===== src/common/bus_exc_defs.vh =====
// Constants for the bus exception and status unit.
// Assumes inclusion by bare name from design files.
`ifndef BUS_EXC_DEFS_VH
`define BUS_EXC_DEFS_VH
`define QS_DISCARD4 2'h0
`define QS_DISCARD1 2'h1
`define QS_DISCARD2 2'h2
`define QS_NONE 2'h3
`define RST_ACCEPT_CYCLES 2'h2
`define STOP_BUDGET 2'h2
`define ADDR_W 32
`define SIZE_W 3
`define STAT_W 4
`define MODE_W 2
`endif


===== src/logic/sync2.v =====
// Two-flop synchroniser for one asynchronous level.
// Assumes the input comes from outside the clk domain.
`default_nettype none
module sync2 (
  input wire clk,
  input wire rst_n,
  input wire async_in,
  input wire rst_val,
  output reg sync_out
);
  reg meta_r;
  // ==========================================
  // Sync chain; first flop feeds only the second
  always @(posedge clk or negedge rst_n) begin
    if (!rst_n) begin
      meta_r <= 1'b0;
      sync_out <= 1'b0;
    end else begin
      meta_r <= async_in;
      sync_out <= meta_r;
    end
  end
endmodule
`default_nettype wire


===== src/logic/bus_exception_unit.v =====
// Bus exception and status unit of a 32-bit processor bus interface.
// Assumes clk is fast enough to sample both quadrature input clocks,
// and that bus cycle and decode logic live outside.
`default_nettype none
`include "bus_exc_defs.vh"

// Notes on behaviour
// - Restart request accepted only after two consecutive asserted samples.
// - Accepted restart drives reset acknowledge immediately, ignoring bus activity.
// - Restart routine begins only after reset acknowledge is released.
// - Retry ends current transaction; same one reruns after retry drops.
// - Relinquish request ends transaction and floats listed bus outputs.
// - Relinquish ack asserted only once all listed outputs are floated.
// - Relinquish ack is the answer to relinquish-and-retry.
// - Relinquish ack open-drain; released when preempted transaction reruns.
// - Arbitration inputs ignored while relinquish request is asserted.
// - Other master uses bus while floated; rerun after request drops.
// - Stop input blocks starting new instructions once the first instruction after stop completes.
// - At most one more instruction completes after stop before halting.
// - Float-all input puts every output pin in high impedance.
// - Queue status code: 00 four, 01 one, 10 two, 11 none.
// - Instruction start flag marks opcode fetch from internal queue.
// - Falling edge of lagging clock starts each machine cycle.
module bus_exception_unit (
  input wire clk,
  input wire rst_n,
  input wire lagging_clock,
  input wire leading_clock,
  input wire restart_request_in,
  input wire retry_in,
  input wire relinquish_request_in,
  input wire stop_in,
  input wire float_all_outputs_in,
  input wire bus_request_in,
  input wire restart_routine_done,
  input wire xact_req,
  input wire xact_done,
  input wire [`ADDR_W-1:0] core_address,
  input wire [`SIZE_W-1:0] core_size,
  input wire [`STAT_W-1:0] core_status,
  input wire [`MODE_W-1:0] core_mode,
  input wire core_vaddr,
  input wire core_abort,
  input wire core_data_ready,
  input wire opcode_take,
  input wire instr_done,
  input wire [1:0] core_queue_code,
  output wire bus_request_seen,
  output reg restart_ack_out,
  output reg restart_routine_go,
  output reg xact_rerun,
  output wire instr_start_allowed,
  output reg halted,
  output reg machine_cycle_start,
  output reg [`ADDR_W-1:0] address_lines,
  output wire address_lines_oe_n,
  output reg addr_strobe,
  output wire addr_strobe_oe_n,
  output reg data_strobe,
  output wire data_strobe_oe_n,
  output reg [`SIZE_W-1:0] transfer_size,
  output wire transfer_size_oe_n,
  output reg [`STAT_W-1:0] access_status,
  output wire access_status_oe_n,
  output reg cycle_initiate,
  output wire cycle_initiate_oe_n,
  output reg virtual_addr_flag,
  output wire virtual_addr_flag_oe_n,
  output reg data_ready_out,
  output wire data_ready_out_oe_n,
  output reg abort_out,
  output wire abort_out_oe_n,
  output reg [`MODE_W-1:0] transfer_mode_bits,
  output wire transfer_mode_bits_oe_n,
  output wire relinquish_ack_out,
  output wire relinquish_ack_out_oe_n,
  output reg [1:0] queue_status_code,
  output wire queue_status_code_oe_n,
  output reg instruction_start_flag,
  output wire instruction_start_flag_oe_n,
  output wire restart_ack_oe_n
);
  // ==========================================
  // Input synchronisers
  wire rst_req_s, retry_s, rreq_s, stop_s, float_s, lag_s, lead_s, busrq_s;
  sync2 u_s_rst (.clk(clk), .rst_n(rst_n), .async_in(restart_request_in), .rst_val(1'b0), .sync_out(rst_req_s));
  sync2 u_s_rty (.clk(clk), .rst_n(rst_n), .async_in(retry_in), .rst_val(1'b0), .sync_out(retry_s));
  sync2 u_s_rrq (.clk(clk), .rst_n(rst_n), .async_in(relinquish_request_in), .rst_val(1'b0), .sync_out(rreq_s));
  sync2 u_s_stp (.clk(clk), .rst_n(rst_n), .async_in(stop_in), .rst_val(1'b0), .sync_out(stop_s));
  sync2 u_s_flt (.clk(clk), .rst_n(rst_n), .async_in(float_all_outputs_in), .rst_val(1'b0), .sync_out(float_s));
  sync2 u_s_lag (.clk(clk), .rst_n(rst_n), .async_in(lagging_clock), .rst_val(1'b0), .sync_out(lag_s));
  sync2 u_s_led (.clk(clk), .rst_n(rst_n), .async_in(leading_clock), .rst_val(1'b0), .sync_out(lead_s));
  sync2 u_s_brq (.clk(clk), .rst_n(rst_n), .async_in(bus_request_in), .rst_val(1'b0), .sync_out(busrq_s));

  // ==========================================
  // Machine cycle marker
  reg lag_d_r, lead_d_r;
  wire cyc = lag_d_r & ~lag_s;
  always @(posedge clk or negedge rst_n) begin
    if (!rst_n) begin
      lag_d_r <= 1'b0;
      lead_d_r <= 1'b0;
      machine_cycle_start <= 1'b0;
    end else begin
      lag_d_r <= lag_s;
      lead_d_r <= lead_s; // Kept for phase reference only
      machine_cycle_start <= cyc;
    end
  end

  // Arbitration request ignored during preemption
  assign bus_request_seen = busrq_s & ~rreq_s;

  // ==========================================
  // Restart request filter: counts asserted samples per machine cycle
  reg [1:0] rst_cnt_r;
  always @(posedge clk or negedge rst_n) begin
    if (!rst_n) begin
      rst_cnt_r <= 2'h0;
      restart_ack_out <= 1'b0;
      restart_routine_go <= 1'b0;
    end else begin
      restart_routine_go <= 1'b0;
      if (!rst_req_s) begin
        rst_cnt_r <= 2'h0;
      end else if (cyc && rst_cnt_r != `RST_ACCEPT_CYCLES) begin
        rst_cnt_r <= rst_cnt_r + 2'h1;
      end
      if (rst_req_s && rst_cnt_r == `RST_ACCEPT_CYCLES) begin
        restart_ack_out <= 1'b1; // Immediate, bus state ignored
      end else if (restart_ack_out && restart_routine_done && !rst_req_s) begin
        restart_ack_out <= 1'b0;
        restart_routine_go <= 1'b1; // Routine starts after release
      end
    end
  end

  // ==========================================
  // Bus exception state machine
  localparam ST_IDLE = 5'h01;
  localparam ST_BUSY = 5'h02;
  localparam ST_RETRY = 5'h04;
  localparam ST_FLOAT = 5'h08;
  localparam ST_RERUN = 5'h10;
  reg [4:0] state_r, state_nxt;
  reg rr_float_r, rack_r;
  always @* begin
    state_nxt = state_r;
    case (state_r)
      ST_IDLE: begin
        if (rreq_s) state_nxt = ST_FLOAT;
        else if (xact_req) state_nxt = ST_BUSY;
      end
      ST_BUSY: begin
        if (rreq_s) state_nxt = ST_FLOAT;
        else if (retry_s) state_nxt = ST_RETRY;
        else if (xact_done) state_nxt = ST_IDLE;
      end
      ST_RETRY: begin
        // Preemption outranks a pending retry
        if (rreq_s) state_nxt = ST_FLOAT;
        else if (!retry_s) state_nxt = ST_RERUN;
      end
      ST_FLOAT: begin
        if (!rreq_s) state_nxt = ST_RERUN;
      end
      ST_RERUN: state_nxt = ST_BUSY;
      default: state_nxt = ST_IDLE;
    endcase
  end

  // Floating lags the request by one cycle; ack follows the float
  always @(posedge clk or negedge rst_n) begin
    if (!rst_n) begin
      state_r <= ST_IDLE;
      rr_float_r <= 1'b0;
      rack_r <= 1'b0;
      xact_rerun <= 1'b0;
    end else begin
      state_r <= state_nxt;
      rr_float_r <= (state_nxt == ST_FLOAT);
      rack_r <= rr_float_r && (state_nxt == ST_FLOAT);
      xact_rerun <= (state_nxt == ST_RERUN);
    end
  end

  // ==========================================
  // Bus output registers and enables (low enable drives)
  always @(posedge clk or negedge rst_n) begin
    if (!rst_n) begin
      address_lines <= {`ADDR_W{1'b0}};
      addr_strobe <= 1'b1;
      data_strobe <= 1'b1;
      transfer_size <= {`SIZE_W{1'b0}};
      access_status <= {`STAT_W{1'b0}};
      cycle_initiate <= 1'b1;
      virtual_addr_flag <= 1'b1;
      data_ready_out <= 1'b1;
      abort_out <= 1'b1;
      transfer_mode_bits <= {`MODE_W{1'b0}};
    end else begin
      address_lines <= core_address;
      addr_strobe <= ~(state_r == ST_BUSY);
      data_strobe <= ~(state_r == ST_BUSY);
      transfer_size <= core_size;
      access_status <= core_status;
      cycle_initiate <= ~(state_nxt == ST_BUSY && state_r != ST_BUSY);
      virtual_addr_flag <= ~core_vaddr;
      data_ready_out <= ~core_data_ready;
      abort_out <= ~core_abort;
      transfer_mode_bits <= core_mode;
    end
  end
  wire bus_oe_n = rr_float_r | float_s;
  assign address_lines_oe_n = bus_oe_n;
  assign addr_strobe_oe_n = bus_oe_n;
  assign data_strobe_oe_n = bus_oe_n;
  assign transfer_size_oe_n = bus_oe_n;
  assign access_status_oe_n = bus_oe_n;
  assign cycle_initiate_oe_n = bus_oe_n;
  assign virtual_addr_flag_oe_n = bus_oe_n;
  assign data_ready_out_oe_n = bus_oe_n;
  assign abort_out_oe_n = bus_oe_n;
  assign transfer_mode_bits_oe_n = bus_oe_n;
  // Open drain: only ever drives low, pull-up restores high
  assign relinquish_ack_out = 1'b0;
  assign relinquish_ack_out_oe_n = ~rack_r | float_s;
  assign queue_status_code_oe_n = float_s;
  assign instruction_start_flag_oe_n = float_s;
  assign restart_ack_oe_n = float_s;

  // ==========================================
  // Stop handling: the current instruction and one more may finish after stop
  reg [1:0] stop_left_r;
  reg stopping_r;
  always @(posedge clk or negedge rst_n) begin
    if (!rst_n) begin
      stopping_r <= 1'b0;
      stop_left_r <= 2'h0;
      halted <= 1'b0;
    end else if (!stop_s) begin
      stopping_r <= 1'b0;
      halted <= 1'b0;
    end else if (!stopping_r) begin
      stopping_r <= 1'b1;
      stop_left_r <= `STOP_BUDGET; // Current one plus one more
    end else if (instr_done && stop_left_r != 2'h0) begin
      stop_left_r <= stop_left_r - 2'h1;
      if (stop_left_r == 2'h1) halted <= 1'b1;
    end
  end
  // Blocks new starts once the first instruction of the budget completes
  assign instr_start_allowed = ~halted & ~restart_ack_out &
                               ~(stop_s & stopping_r & stop_left_r != `STOP_BUDGET);

  // ==========================================
  // Queue status and start flag, registered
  always @(posedge clk or negedge rst_n) begin
    if (!rst_n) begin
      queue_status_code <= `QS_NONE;
      instruction_start_flag <= 1'b0;
    end else if (restart_ack_out || halted) begin
      queue_status_code <= `QS_NONE;
      instruction_start_flag <= 1'b0;
    end else begin
      queue_status_code <= core_queue_code;
      instruction_start_flag <= opcode_take & instr_start_allowed;
    end
  end
endmodule
`default_nettype wire


===== config.mk =====
export PLATFORM = sky130hd
export DESIGN_NAME = bus_exception_unit
export DESIGN_NICKNAME = d
export VERILOG_FILES = /design/src/logic/sync2.v /design/src/logic/bus_exception_unit.v
export VERILOG_INCLUDE_DIRS = /design/src /design/src/common
export SDC_FILE = /design/constraint.sdc
export NUM_CORES = 1
export LEC_CHECK = 0
export ABC_AREA = 1
export CAP_MARGIN = 10
export CORE_UTILIZATION = 60
export DETAILED_ROUTE_END_ITERATION = 6
export DONT_BUFFER_PORTS = 1
export PLACE_DENSITY = 0.76
export SYNTH_ARGS = -nofsm -noshare
export SYNTH_HDL_FRONTEND = slang
export SYNTH_HIERARCHICAL = 1
export SYNTH_SLANG_ARGS = --single-unit

===== constraint.sdc =====
create_clock -name clk -period 2.4 [get_ports clk]
set_input_delay 0.24 -clock clk [delete_from_list [all_inputs] [get_ports clk]]
set_output_delay 0.24 -clock clk [all_outputs]
set_load 0.03 [all_outputs]

======== After elaboration in Yosys (flattened, before gate mapping) ========
Index checks and enable logic that the tools add are counted.
storage, ports and cells
  flip-flop bits (word level) ............. 81
cells by class
  equality and inequality tests ........... 18
  mux-type cells .......................... 24
  bitwise logic cells ..................... 20
  add/sub/neg operators ................... 2
  reduce and logical (&&, ||, !) cells .... 13
operators with widths
  cell                                                                 number
  5-bit 2-to-1 mux                                                     8
  5-bit one-hot mux with 5 select lines                                1
  2-bit != test (second input constant)                                6
  1-bit inverter                                                       11
  5-bit by 2-bit == test with 1-bit output (second input constant)     2
  5-bit by 4-bit == test with 1-bit output (second input constant)     2
  5-bit == test (second input constant)                                2
  1-bit 2-to-1 mux                                                     10
  2-bit 2-to-1 mux                                                     5
  1-bit bitwise AND                                                    7
  1-bit logical AND                                                    7
  5-bit by 1-bit == test with 1-bit output (second input constant)     1
  5-bit by 3-bit == test with 1-bit output (second input constant)     1
  5-bit by 2-bit != test with 1-bit output (second input constant)     1
  2-bit nonzero test                                                   2
  3-bit AND reduction                                                  1
  2-bit by 1-bit adder with 2-bit output (second input constant)       1
  2-bit by 1-bit == test with 1-bit output (second input constant)     1
  2-bit == test (second input constant)                                1
  2-bit by 1-bit != test with 1-bit output (second input constant)     1
  1-bit OR                                                             2
  2-bit AND reduction                                                  1
  2-bit by 1-bit subtractor with 2-bit output (second input constant)  1
  1-bit zero test                                                      1
  1-bit logical OR                                                     1

======== Depth between registers and ports, before layout ========
Gate-level depths: netlist (run 1).
  depth in word-level cells ............... 7
  depth in mapped cells ................... 7

======== Cells and area by module ========
Netlist (run 1), hierarchy kept.
modules (own cells, without submodules)
  module              sequential area each (µm²)  instances  area each (µm²)  cells each
  bus_exception_unit  1686.6                      1          2334.7           189
  sync2               50.0                        7          50.0             2

======== Worst setup path after synthesis (run 1) ========
No wires, ideal clock.
  kind .................................... reg-to-output
  start ................................... reg u_s_flt.sync_out
  end ..................................... out access_status_oe_n
  path buffers ............................ 1
  stages on the path, launching flop included .. 4
  setup slack ............................. 926 ps
  arrival time ............................ 1234 ps
  data required time ...................... 2160 ps
  cell sequence ........................... dfrtp_1 inv_1 nand2_1 buf_4
between the ends
  word-level cells in the longest chain between the ends .. 1
ends and longest elaborated chain
  item                    line                      RTL
  start, declared         sync2.v:9                 output reg sync_out
  start signal, assigned  sync2.v:20                sync_out <= meta_r;
  1-bit OR                bus_exception_unit.v:214  wire bus_oe_n = rr_float_r | float_s;
  end, declared           bus_exception_unit.v:64   output wire access_status_oe_n,
No other way between the ends.

======== Worst setup path after layout (run 1) ========
  start ................................... reg restart_ack_out
  end ..................................... out instr_start_allowed
between the ends
  word-level cells in the longest chain between the ends .. 3
ends and longest elaborated chain
  item                            line                      RTL
  start, declared                 bus_exception_unit.v:49   output reg restart_ack_out,
  start signal, assigned          bus_exception_unit.v:120  restart_ack_out <= 1'b0;
  start signal, assigned          bus_exception_unit.v:130  restart_ack_out <= 1'b1;
  start signal, assigned          bus_exception_unit.v:132  restart_ack_out <= 1'b0;
  1-bit inverter                  bus_exception_unit.v:253  assign instr_start_allowed = ~halted & ~restart_ack_out &
  1-bit bitwise AND (2 in a row)  bus_exception_unit.v:253
  end, declared                   bus_exception_unit.v:52   output wire instr_start_allowed,
No other way between the ends.

==> results.txt, run 1 <==
Peak supply drop: 0.562 mV
Cell Rows: 23
Via count of the first global-routing pass: 1670
Worst Hold Depth: 1
Critical path required time: 2.16 ns
Static leakage power: 0.00161 uW
Number of cells on the critical path: 3
Per-instance average area after synthesis: 13.2 um2
R2R setup slack: 1.16 ns
Startpoint of the worst-slack reg-to-reg timing path: stop_left_r[0]
Half-perimeter wire length after detailed placement: 3190 um
Global routing usage summed across all routing layers: 0.250
Hold Path End: queue_status_code[0]
Number of instances in the synthesized netlist: 203
CP max-delay cell: sky130_fd_sc_hd__dfrtp_1
Worst setup EP type: primary output
First-pass GRT wire length: 7890 um
Final Max Slew Viols: 0
Number of failing hold endpoints at the final stage: 0
Cts bufs inserted: 9
Sum of routed wire length over all layers: 5300 um
Clock buffer depth: 2
Internal power: 2240 uW
Startpoint Class: register
Core ar.: 0.00414 mm2
Setup repair after global routing missed its margin: no
Area growth, synth to finish: 27.9%
Number of nets in the synthesized netlist: 268
Fin crit share: 0.736
Overall die width: 68.9 um
Overall via count from detail_route: 1624
# DRC: 0
Critical setup path kind: register to primary output
DRT antenna net count: 0
Register area share after synthesis: 0.759
Number of synthesis warnings: 6
Power share of the clock group: 0.285
Post-synth cell types: 26
ANT cells: 0
Power share of the combinational group: 0.181
Clock tree from TritonCTS: yes
Final-layout setup total negative slack: 0 ns
Synthesis-stage register bit count: 81
Pwr per Cell Area: 973 mW/mm2
Area of combinational cells with multiple inputs: 463 um2
Number of antenna violations at the first check in global routing: 0
Worst-margin pin slew: 0.555 ns
Die area: 0.00475 mm2
Final #Nets: 321
Per-cell via count in the routed design: 5.22
Final-report setup violation count: 0
Top Family by Delay on Critical Path: simple AND/OR/NAND/NOR gates
# fillers: 208
Initial DRT Pass Iterations: 4
Worst slew slack as a fraction of its limit: 0.629
Capture point of the worst reg-to-reg path: stop_left_r[0]
Post-layout min period: 1.77 ns
Die H: 68.9 um
Number of buffers and inverters on the critical path: 1
Cell at the root of the clock tree: sky130_fd_sc_hd__clkbuf_8
Critical Path, Cell by Cell: nor2_1 > inv_1 > nor2_1
Footprint of the flip-flops and latches: 0.00204 mm2
Maximum net fanout on the critical path: 4
Max-capacitance violation count: 0
Hold path start: core_queue_code[0]
Classification of the worst-slack hold path: input port to register
Initial core utilization: 0.648
Number of design-rule violations left by the first detailed-router iteration: 47
Maximum operating frequency: 566 MHz
GP Congestion: 0.730
Post-detailed-route wirelength per cell: 17.0 um
# clock sinks: 81
Part of the power in registers: 0.534
Total net switching power: 1100 uW
Most repeated library cell on the critical path: sky130_fd_sc_hd__nor2_1
Utilization after layout: 0.829
Pin count of the biggest net entering global routing: 82
Clock input transition at the sequential cells of the worst setup and hold paths: 0.07 ns
Clock tree skew after final layout: 0.00964 ns
Result of the run: finished, final reports clean
Count of boundary I/O pins: 133
Post-cts resize count: 0
Share of total power consumed by net switching: 0.329
Count of input and output buffers: 0
Share of cells above drive strength 1: 0.165
Longest individual stage delay on the worst path: 0.51 ns
R2r worst-path depth: 7
Worst EP arrival: 1.53 ns
Insertion delay to the later sink of the worst-skew pair: 0.34 ns
Post-Syn Area: 0.00269 mm2
Maximum level of the CTS H-tree: 3
Congestion Overflow GR: 0
-- power by group through the flow --
| stage | sequential [uW] | combinational [uW] | clock [uW] |
|---|---|---|---|
| global route | 1800 | 679 | 1030 |
| global placement | 1800 | 468 | 0 |
| floorplan | 1780 | 472 | 0 |
| detailed placement | 1810 | 502 | 0 |
| finish | 1780 | 606 | 952 |
| CTS | 1780 | 602 | 957 |
-- cell usage after synthesis --
| cell type | number | area share |
|---|---|---|
| sky130_fd_sc_hd__nand2_2 | 2 | 0.0047 |
| sky130_fd_sc_hd__buf_2 | 1 | 0.0019 |
| sky130_fd_sc_hd__a31oi_1 | 2 | 0.0047 |
| sky130_fd_sc_hd__a21oi_1 | 7 | 0.013 |
| sky130_fd_sc_hd__nand3_2 | 1 | 0.0037 |
| sky130_fd_sc_hd__o21ai_0 | 2 | 0.0037 |
| sky130_fd_sc_hd__a22o_1 | 1 | 0.0033 |
| sky130_fd_sc_hd__nor2_4 | 2 | 0.0084 |
| sky130_fd_sc_hd__inv_1 | 21 | 0.029 |
| sky130_fd_sc_hd__inv_2 | 3 | 0.0042 |
| sky130_fd_sc_hd__nor2_2 | 4 | 0.0093 |
| sky130_fd_sc_hd__dfrtp_1 | 73 | 0.68 |
| sky130_fd_sc_hd__nor2_1 | 15 | 0.021 |
| sky130_fd_sc_hd__o21ai_1 | 2 | 0.0037 |
| sky130_fd_sc_hd__nand4_1 | 2 | 0.0047 |
| sky130_fd_sc_hd__or2_2 | 3 | 0.0070 |
| sky130_fd_sc_hd__nand2_1 | 21 | 0.029 |
| sky130_fd_sc_hd__nor3b_1 | 1 | 0.0028 |
| sky130_fd_sc_hd__a21o_1 | 1 | 0.0028 |
| sky130_fd_sc_hd__nor4_1 | 1 | 0.0023 |
| sky130_fd_sc_hd__nand4_2 | 1 | 0.0047 |
| sky130_fd_sc_hd__ha_1 | 4 | 0.019 |
| sky130_fd_sc_hd__nand3_1 | 11 | 0.021 |
| sky130_fd_sc_hd__dfstp_2 | 8 | 0.078 |
| sky130_fd_sc_hd__buf_4 | 13 | 0.036 |
| sky130_fd_sc_hd__conb_1 | 1 | 0.0014 |
-- through the flow --
stage / total power (uW) / setup slack, ns / area [um2] / instances / hold WS (ns)
floorplan: 2250 / 0.926 / 2690 / 203 / -0.0556
global placement: 2270 / 1.00 / 2680 / 241 / -0.0542
detailed placement: 2310 / 0.983 / 2680 / 241 / -0.0542
CTS: 3340 / 0.611 / 3420 / 310 / 0.00132
global route: 3510 / 0.564 / 3430 / 311 / 0.00160
finish: 3340 / 0.634 / 3430 / 311 / 0.0182
-- registers in the layout, summed over array words and instances, names as in the netlist, 2 cells and up --
register and flops:
rst_cnt_r 2, stop_left_r 2, access_status 4, transfer_size 3, transfer_mode_bits 2, address_lines 32, queue_status_code 2, state_r 5
-- cell type report --
cell class | count | area share
Sequential cell | 81 | 0.593
Inverter | 24 | 0.0262
Multi-Input combinational cell | 84 | 0.135
Clock buffer | 11 | 0.0412
Timing Repair Buffer | 56 | 0.170
Tap cell | 50 | 0.0182
Clock inverter | 5 | 0.0160
-- cell usage in the layout, fill, tap and decap left out, types with 2 or more instances in the layout --
cell type,netlist,routed
sky130_fd_sc_hd__a21oi_1,7,7
sky130_fd_sc_hd__nand2_2,2,2
sky130_fd_sc_hd__dfstp_2,8,8
sky130_fd_sc_hd__clkbuf_8,0,10
sky130_fd_sc_hd__clkinvlp_4,0,2
sky130_fd_sc_hd__nand3_1,11,11
sky130_fd_sc_hd__dlygate4sd3_1,0,53
sky130_fd_sc_hd__nand2_1,21,20
sky130_fd_sc_hd__clkinv_2,0,2
sky130_fd_sc_hd__nor2_2,4,4
sky130_fd_sc_hd__o21ai_0,2,2
sky130_fd_sc_hd__or2_2,3,3
sky130_fd_sc_hd__nand4_1,2,2
sky130_fd_sc_hd__ha_1,4,4
sky130_fd_sc_hd__dfrtp_1,73,73
sky130_fd_sc_hd__inv_1,21,21
sky130_fd_sc_hd__nor2_4,2,2
sky130_fd_sc_hd__inv_2,3,3
sky130_fd_sc_hd__a31oi_1,2,2
sky130_fd_sc_hd__nor2_1,15,15
sky130_fd_sc_hd__o21ai_1,2,2
-- layer usage --
metal / global-route usage / vias to the layer above / wire [um]
met5: 0 / - / 0
met3: 0.112 / 13 / 539
met1: 0.258 / 788 / 1840
met2: 0.420 / 97 / 2780
li1: - / 726 / -
met4: 0.140 / 0 / 137
-- repair_timing --
action	in CTS	in global routing
buffers inserted	0	0
hold buffers	53	1
endpoints found under the hold margin	132	1
-- kinds of logic (layout without fill, tap and decap cells) --
logic type	after synthesis	in the layout	share of synthesized area
DFF	81	81	0.759
and+or+nand+nor	64	64	0.118
buffers and inverters	38	96	0.0718
AOI/OAI and AO/OA	15	15	0.0312
adders and majority gates	4	4	0.0186
other	1	1	0.00140
-- worst max-delay path by stage --
stage                                start             endpoint  slack, ns
after floorplan           u_s_flt/sync_out   access_status_oe_n       0.93
after global placement     restart_ack_out  instr_start_allowed        1.0
after detailed placement   restart_ack_out  instr_start_allowed       0.98
after CTS                  restart_ack_out  instr_start_allowed       0.61
after global routing        stop_left_r[0]  instr_start_allowed       0.56
final                      restart_ack_out  instr_start_allowed       0.63
Note: power is estimated with default switching activity, not from simulation.
==> run 2, diff against run 1 <==
==> constraint.sdc (replaced) <==
create_clock -name clk -period 1.8 [get_ports clk]
set_input_delay 0.18 -clock clk [delete_from_list [all_inputs] [get_ports clk]]
set_output_delay 0.18 -clock clk [all_outputs]
set_load 0.03 [all_outputs]
==> run 2 against run 1 <==
Net effect: the flow now finishes with violations (hold timing); first-iteration DRC count is 21% higher; core utilization grew 1.1 points; sequential power increased by 34%; clock-buffer cell count decreased by 1; hold slack got worse by 0.48 ns; die area stayed put; register-to-register slack worse by 0.64 ns; worst setup slack worse by 0.39 ns; power up 42%; clock power grew 63%; sequential share of layout area is 0.75 points lower; wire length fell by 1.6%; critical endpoint unchanged; largest cell class unchanged.
==> results.txt, run 2 (synthesis gave the netlist of run 1 again) <==
Final-layout setup total negative slack: 0 ns (unchanged)
Clock tree skew after final layout: 0.00796 ns (was 0.00964 ns)
Share of cells above drive strength 1: 0.163 (was 0.165)
Fin crit share: 0.863
Number of antenna violations at the first check in global routing: 0 (unchanged)
Per-cell via count in the routed design: 5.22 (about the same)
Overall die width: 68.9 um (unchanged)
Sum of routed wire length over all layers: 5210 um (was 5300 um)
Maximum operating frequency: 644 MHz
Number of flip-flops under the largest register name: 32 (unchanged)
Static leakage power: 0.00164 uW (was 0.00161 uW)
Initial DRT Pass Iterations: 4 (unchanged)
Setup repair after global routing missed its margin: no (unchanged)
Die H: 68.9 um (unchanged)
Utilization after layout: 0.839 (was 0.829)
Clock buffer depth: 2 (unchanged)
Maximum net fanout on the critical path: 4 (unchanged)
Congestion Overflow GR: 0 (unchanged)
Area of combinational cells with multiple inputs: 463 um2 (unchanged)
Final critical-path setup slack: 0.246 ns (was 0.634 ns)
Post-layout min period: 1.55 ns
Pwr per Cell Area: 1360 mW/mm2 (was 973 mW/mm2)
Count of boundary I/O pins: 133 (unchanged)
Worst setup EP type: primary output (unchanged)
GP Congestion: 0.731 (was 0.730)
# fillers: 194 (was 208)
Worst EP arrival: 1.37 ns (was 1.53 ns)
Longest individual stage delay on the worst path: 0.40 ns (was 0.51 ns)
Half-perimeter wire length after detailed placement: 3300 um (was 3190 um)
Final #Nets: 323 (was 321)
R2r worst-path depth: 6 (was 7)
Hold_ws: -0.464 ns (was 0.0182 ns)
Final Max Slew Viols: 0 (unchanged)
Via count of the first global-routing pass: 1683 (was 1670)
Startpoint Class: register (unchanged)
Classification of the worst-slack hold path: input port to async pin (was input port to register)
CP max-delay cell: sky130_fd_sc_hd__dfrtp_1 (unchanged)
Result of the run: complete, but fails checks (was finished, final reports clean)
Top library cells by usage in the layout, fill and taps aside: sky130_fd_sc_hd__dfrtp_1 (73), sky130_fd_sc_hd__dlygate4sd3_1 (55), sky130_fd_sc_hd__inv_1 (21), sky130_fd_sc_hd__nand2_1 (20), sky130_fd_sc_hd__nor2_1 (15) (was sky130_fd_sc_hd__dfrtp_1 (73), sky130_fd_sc_hd__dlygate4sd3_1 (53), sky130_fd_sc_hd__inv_1 (21), sky130_fd_sc_hd__nand2_1 (20), sky130_fd_sc_hd__nor2_1 (15))
Initial core utilization: 0.648 (unchanged)
Most common library cell in the layout ignoring fill and taps: sky130_fd_sc_hd__dfrtp_1 (unchanged)
Most repeated library cell on the critical path: sky130_fd_sc_hd__nor2_1 (unchanged)
Post-cts resize count: 0 (unchanged)
Worst-margin pin slew: 0.548 ns (was 0.555 ns)
Overall power consumption: 4740 uW (was 3340 uW)
Peak supply drop: 0.963 mV (was 0.562 mV)
Overall via count from detail_route: 1634 (was 1624)
Insertion delay to the later sink of the worst-skew pair: 0.33 ns (was 0.34 ns)
Number of failing hold endpoints at the final stage: 81 (was 0)
Final-report setup violation count: 0 (unchanged)
Maximum level of the CTS H-tree: 3 (unchanged)
Critical Path, Cell by Cell: inv_1 > ha_1 > nor2_1 > nor2_1 > buf_4 (was nor2_1 > inv_1 > nor2_1)
Cts bufs inserted: 9 (unchanged)
Capture point of the worst reg-to-reg path: state_r[0] (was stop_left_r[0])
Count of input and output buffers: 0 (unchanged)
Post-detailed-route wirelength per cell: 16.7 um (was 17.0 um)
Critical path required time: 1.62 ns (was 2.16 ns)
R2R setup slack: 0.52 ns (was 1.16 ns)
Max-capacitance violation count: 0 (unchanged)
Pin count of the biggest net entering global routing: 82 (unchanged)
Biggest register: address_lines (unchanged)
Number of design-rule violations left by the first detailed-router iteration: 57 (was 47)
# clock sinks: 81 (unchanged)
Worst slew slack as a fraction of its limit: 0.634 (was 0.629)
Critical setup path kind: register to primary output (unchanged)
Core ar.: 0.00414 mm2 (unchanged)
Global routing usage summed across all routing layers: 0.248 (was 0.250)
CTS Hold Bufs: 55 (was 53)
Clock tree from TritonCTS: yes (unchanged)
Startpoint of the worst-slack reg-to-reg timing path: state_r[0] (was stop_left_r[0])
Cell Rows: 23 (unchanged)
Die area: 0.00475 mm2 (unchanged)
ANT cells: 0 (unchanged)
DRT antenna net count: 0 (unchanged)
Registers with the most flip-flops: address_lines: 32 flops, state_r: 5 flops, access_status: 4 flops (unchanged)
Footprint of the flip-flops and latches: 0.00204 mm2 (unchanged)
Cell at the root of the clock tree: sky130_fd_sc_hd__clkbuf_8 (unchanged)
Worst setup timing slack at the placement stage: 0.541 ns (was 0.983 ns)
First-pass GRT wire length: 7760 um (was 7890 um)
Area growth, synth to finish: 29.5% (was 27.9%)
# DRC: 0 (unchanged)
Violated checks: hold timing
Clock input transition at the sequential cells of the worst setup and hold paths: 0.08 ns (was 0.07 ns)
==> run 2: cell count changes in the layout (fill, tap and decap cells not counted) <==
| cell | previous run | this run |
|---|---|---|
| sky130_fd_sc_hd__buf_16 | 1 | 0 |
| sky130_fd_sc_hd__buf_4 | 1 | 2 |
| sky130_fd_sc_hd__bufinv_16 | 1 | 3 |
| sky130_fd_sc_hd__clkbuf_8 | 10 | 9 |
| sky130_fd_sc_hd__clkinv_2 | 2 | 1 |
| sky130_fd_sc_hd__clkinvlp_4 | 2 | 0 |
| sky130_fd_sc_hd__dlygate4sd3_1 | 53 | 55 |
| sky130_fd_sc_hd__inv_6 | 0 | 2 |
==> run 2: critical path: cells and delay by family (launching register included) <==
kind	cells	cell delay, ns
AND/OR/NAND/NOR	2	0.20
buffers and inverters	2	0.24
adder cells (fa/ha/maj)	1	0.20
flip-flops	1	0.40
==> run 2: per-layer routing <==
metal / wire (um) / global-route usage / vias to the layer above / share of wire
li1: - / - / 726 / -
met1: 1830 / 0.249 / 809 / 0.35
met2: 2790 / 0.416 / 91 / 0.54
met3: 510 / 0.160 / 8 / 0.098
met4: 87 / 0.0816 / 0 / 0.017
met5: 0 / 0 / - / 0
==> run 2: final cells by class <==
type / instances / area share
Sequential cell: 81 / 0.586
Timing Repair Buffer: 58 / 0.168
Multi-Input combinational cell: 84 / 0.133
Clock buffer: 10 / 0.0367
Clock inverter: 6 / 0.0324
Inverter: 24 / 0.0259
Tap cell: 50 / 0.0180
==> run 2: repair_timing <==
action | in CTS | in global routing
setup endpoints to repair | 0 | 0
hold endpoints to repair | 136 | 81
setup buffers | 0 | 0
==> run 2: per-stage QoR <==
step,instances,hold WS [ns],area (um2)
2_1_floorplan,203,-0.116,2690
3_3_place_gp,242,-0.114,2690
3_5_place_dp,242,-0.114,2690
4_1_cts,313,-0.485,3480
5_1_grt,313,-0.514,3480
6_report,313,-0.464,3480
==> run 2: worst max-delay path by stage <==
stage | start | endpoint | slack, ns | cells after the start
after floorplan | u_s_flt/sync_out | access_status_oe_n | 0.39 | 3
after global placement | restart_ack_out | instr_start_allowed | 0.65 | 4
after detailed placement | state_r[0] | state_r[0] | 0.54 | 6
after CTS | stop_left_r[0] | instr_start_allowed | 0.22 | 5
after global routing | restart_ack_out | instr_start_allowed | 0.14 | 4
final | stop_left_r[0] | instr_start_allowed | 0.25 | 5
==> run 2: where the power goes <==
| part | internal [uW] | switching [uW] | leakage (uW) |
|---|---|---|---|
| clock network | 930 | 625 | 0.000121 |
| registers | 2040 | 344 | 0.000957 |
| logic | 291 | 510 | 0.000559 |
| total | 3260 | 1480 | 0.00164 |
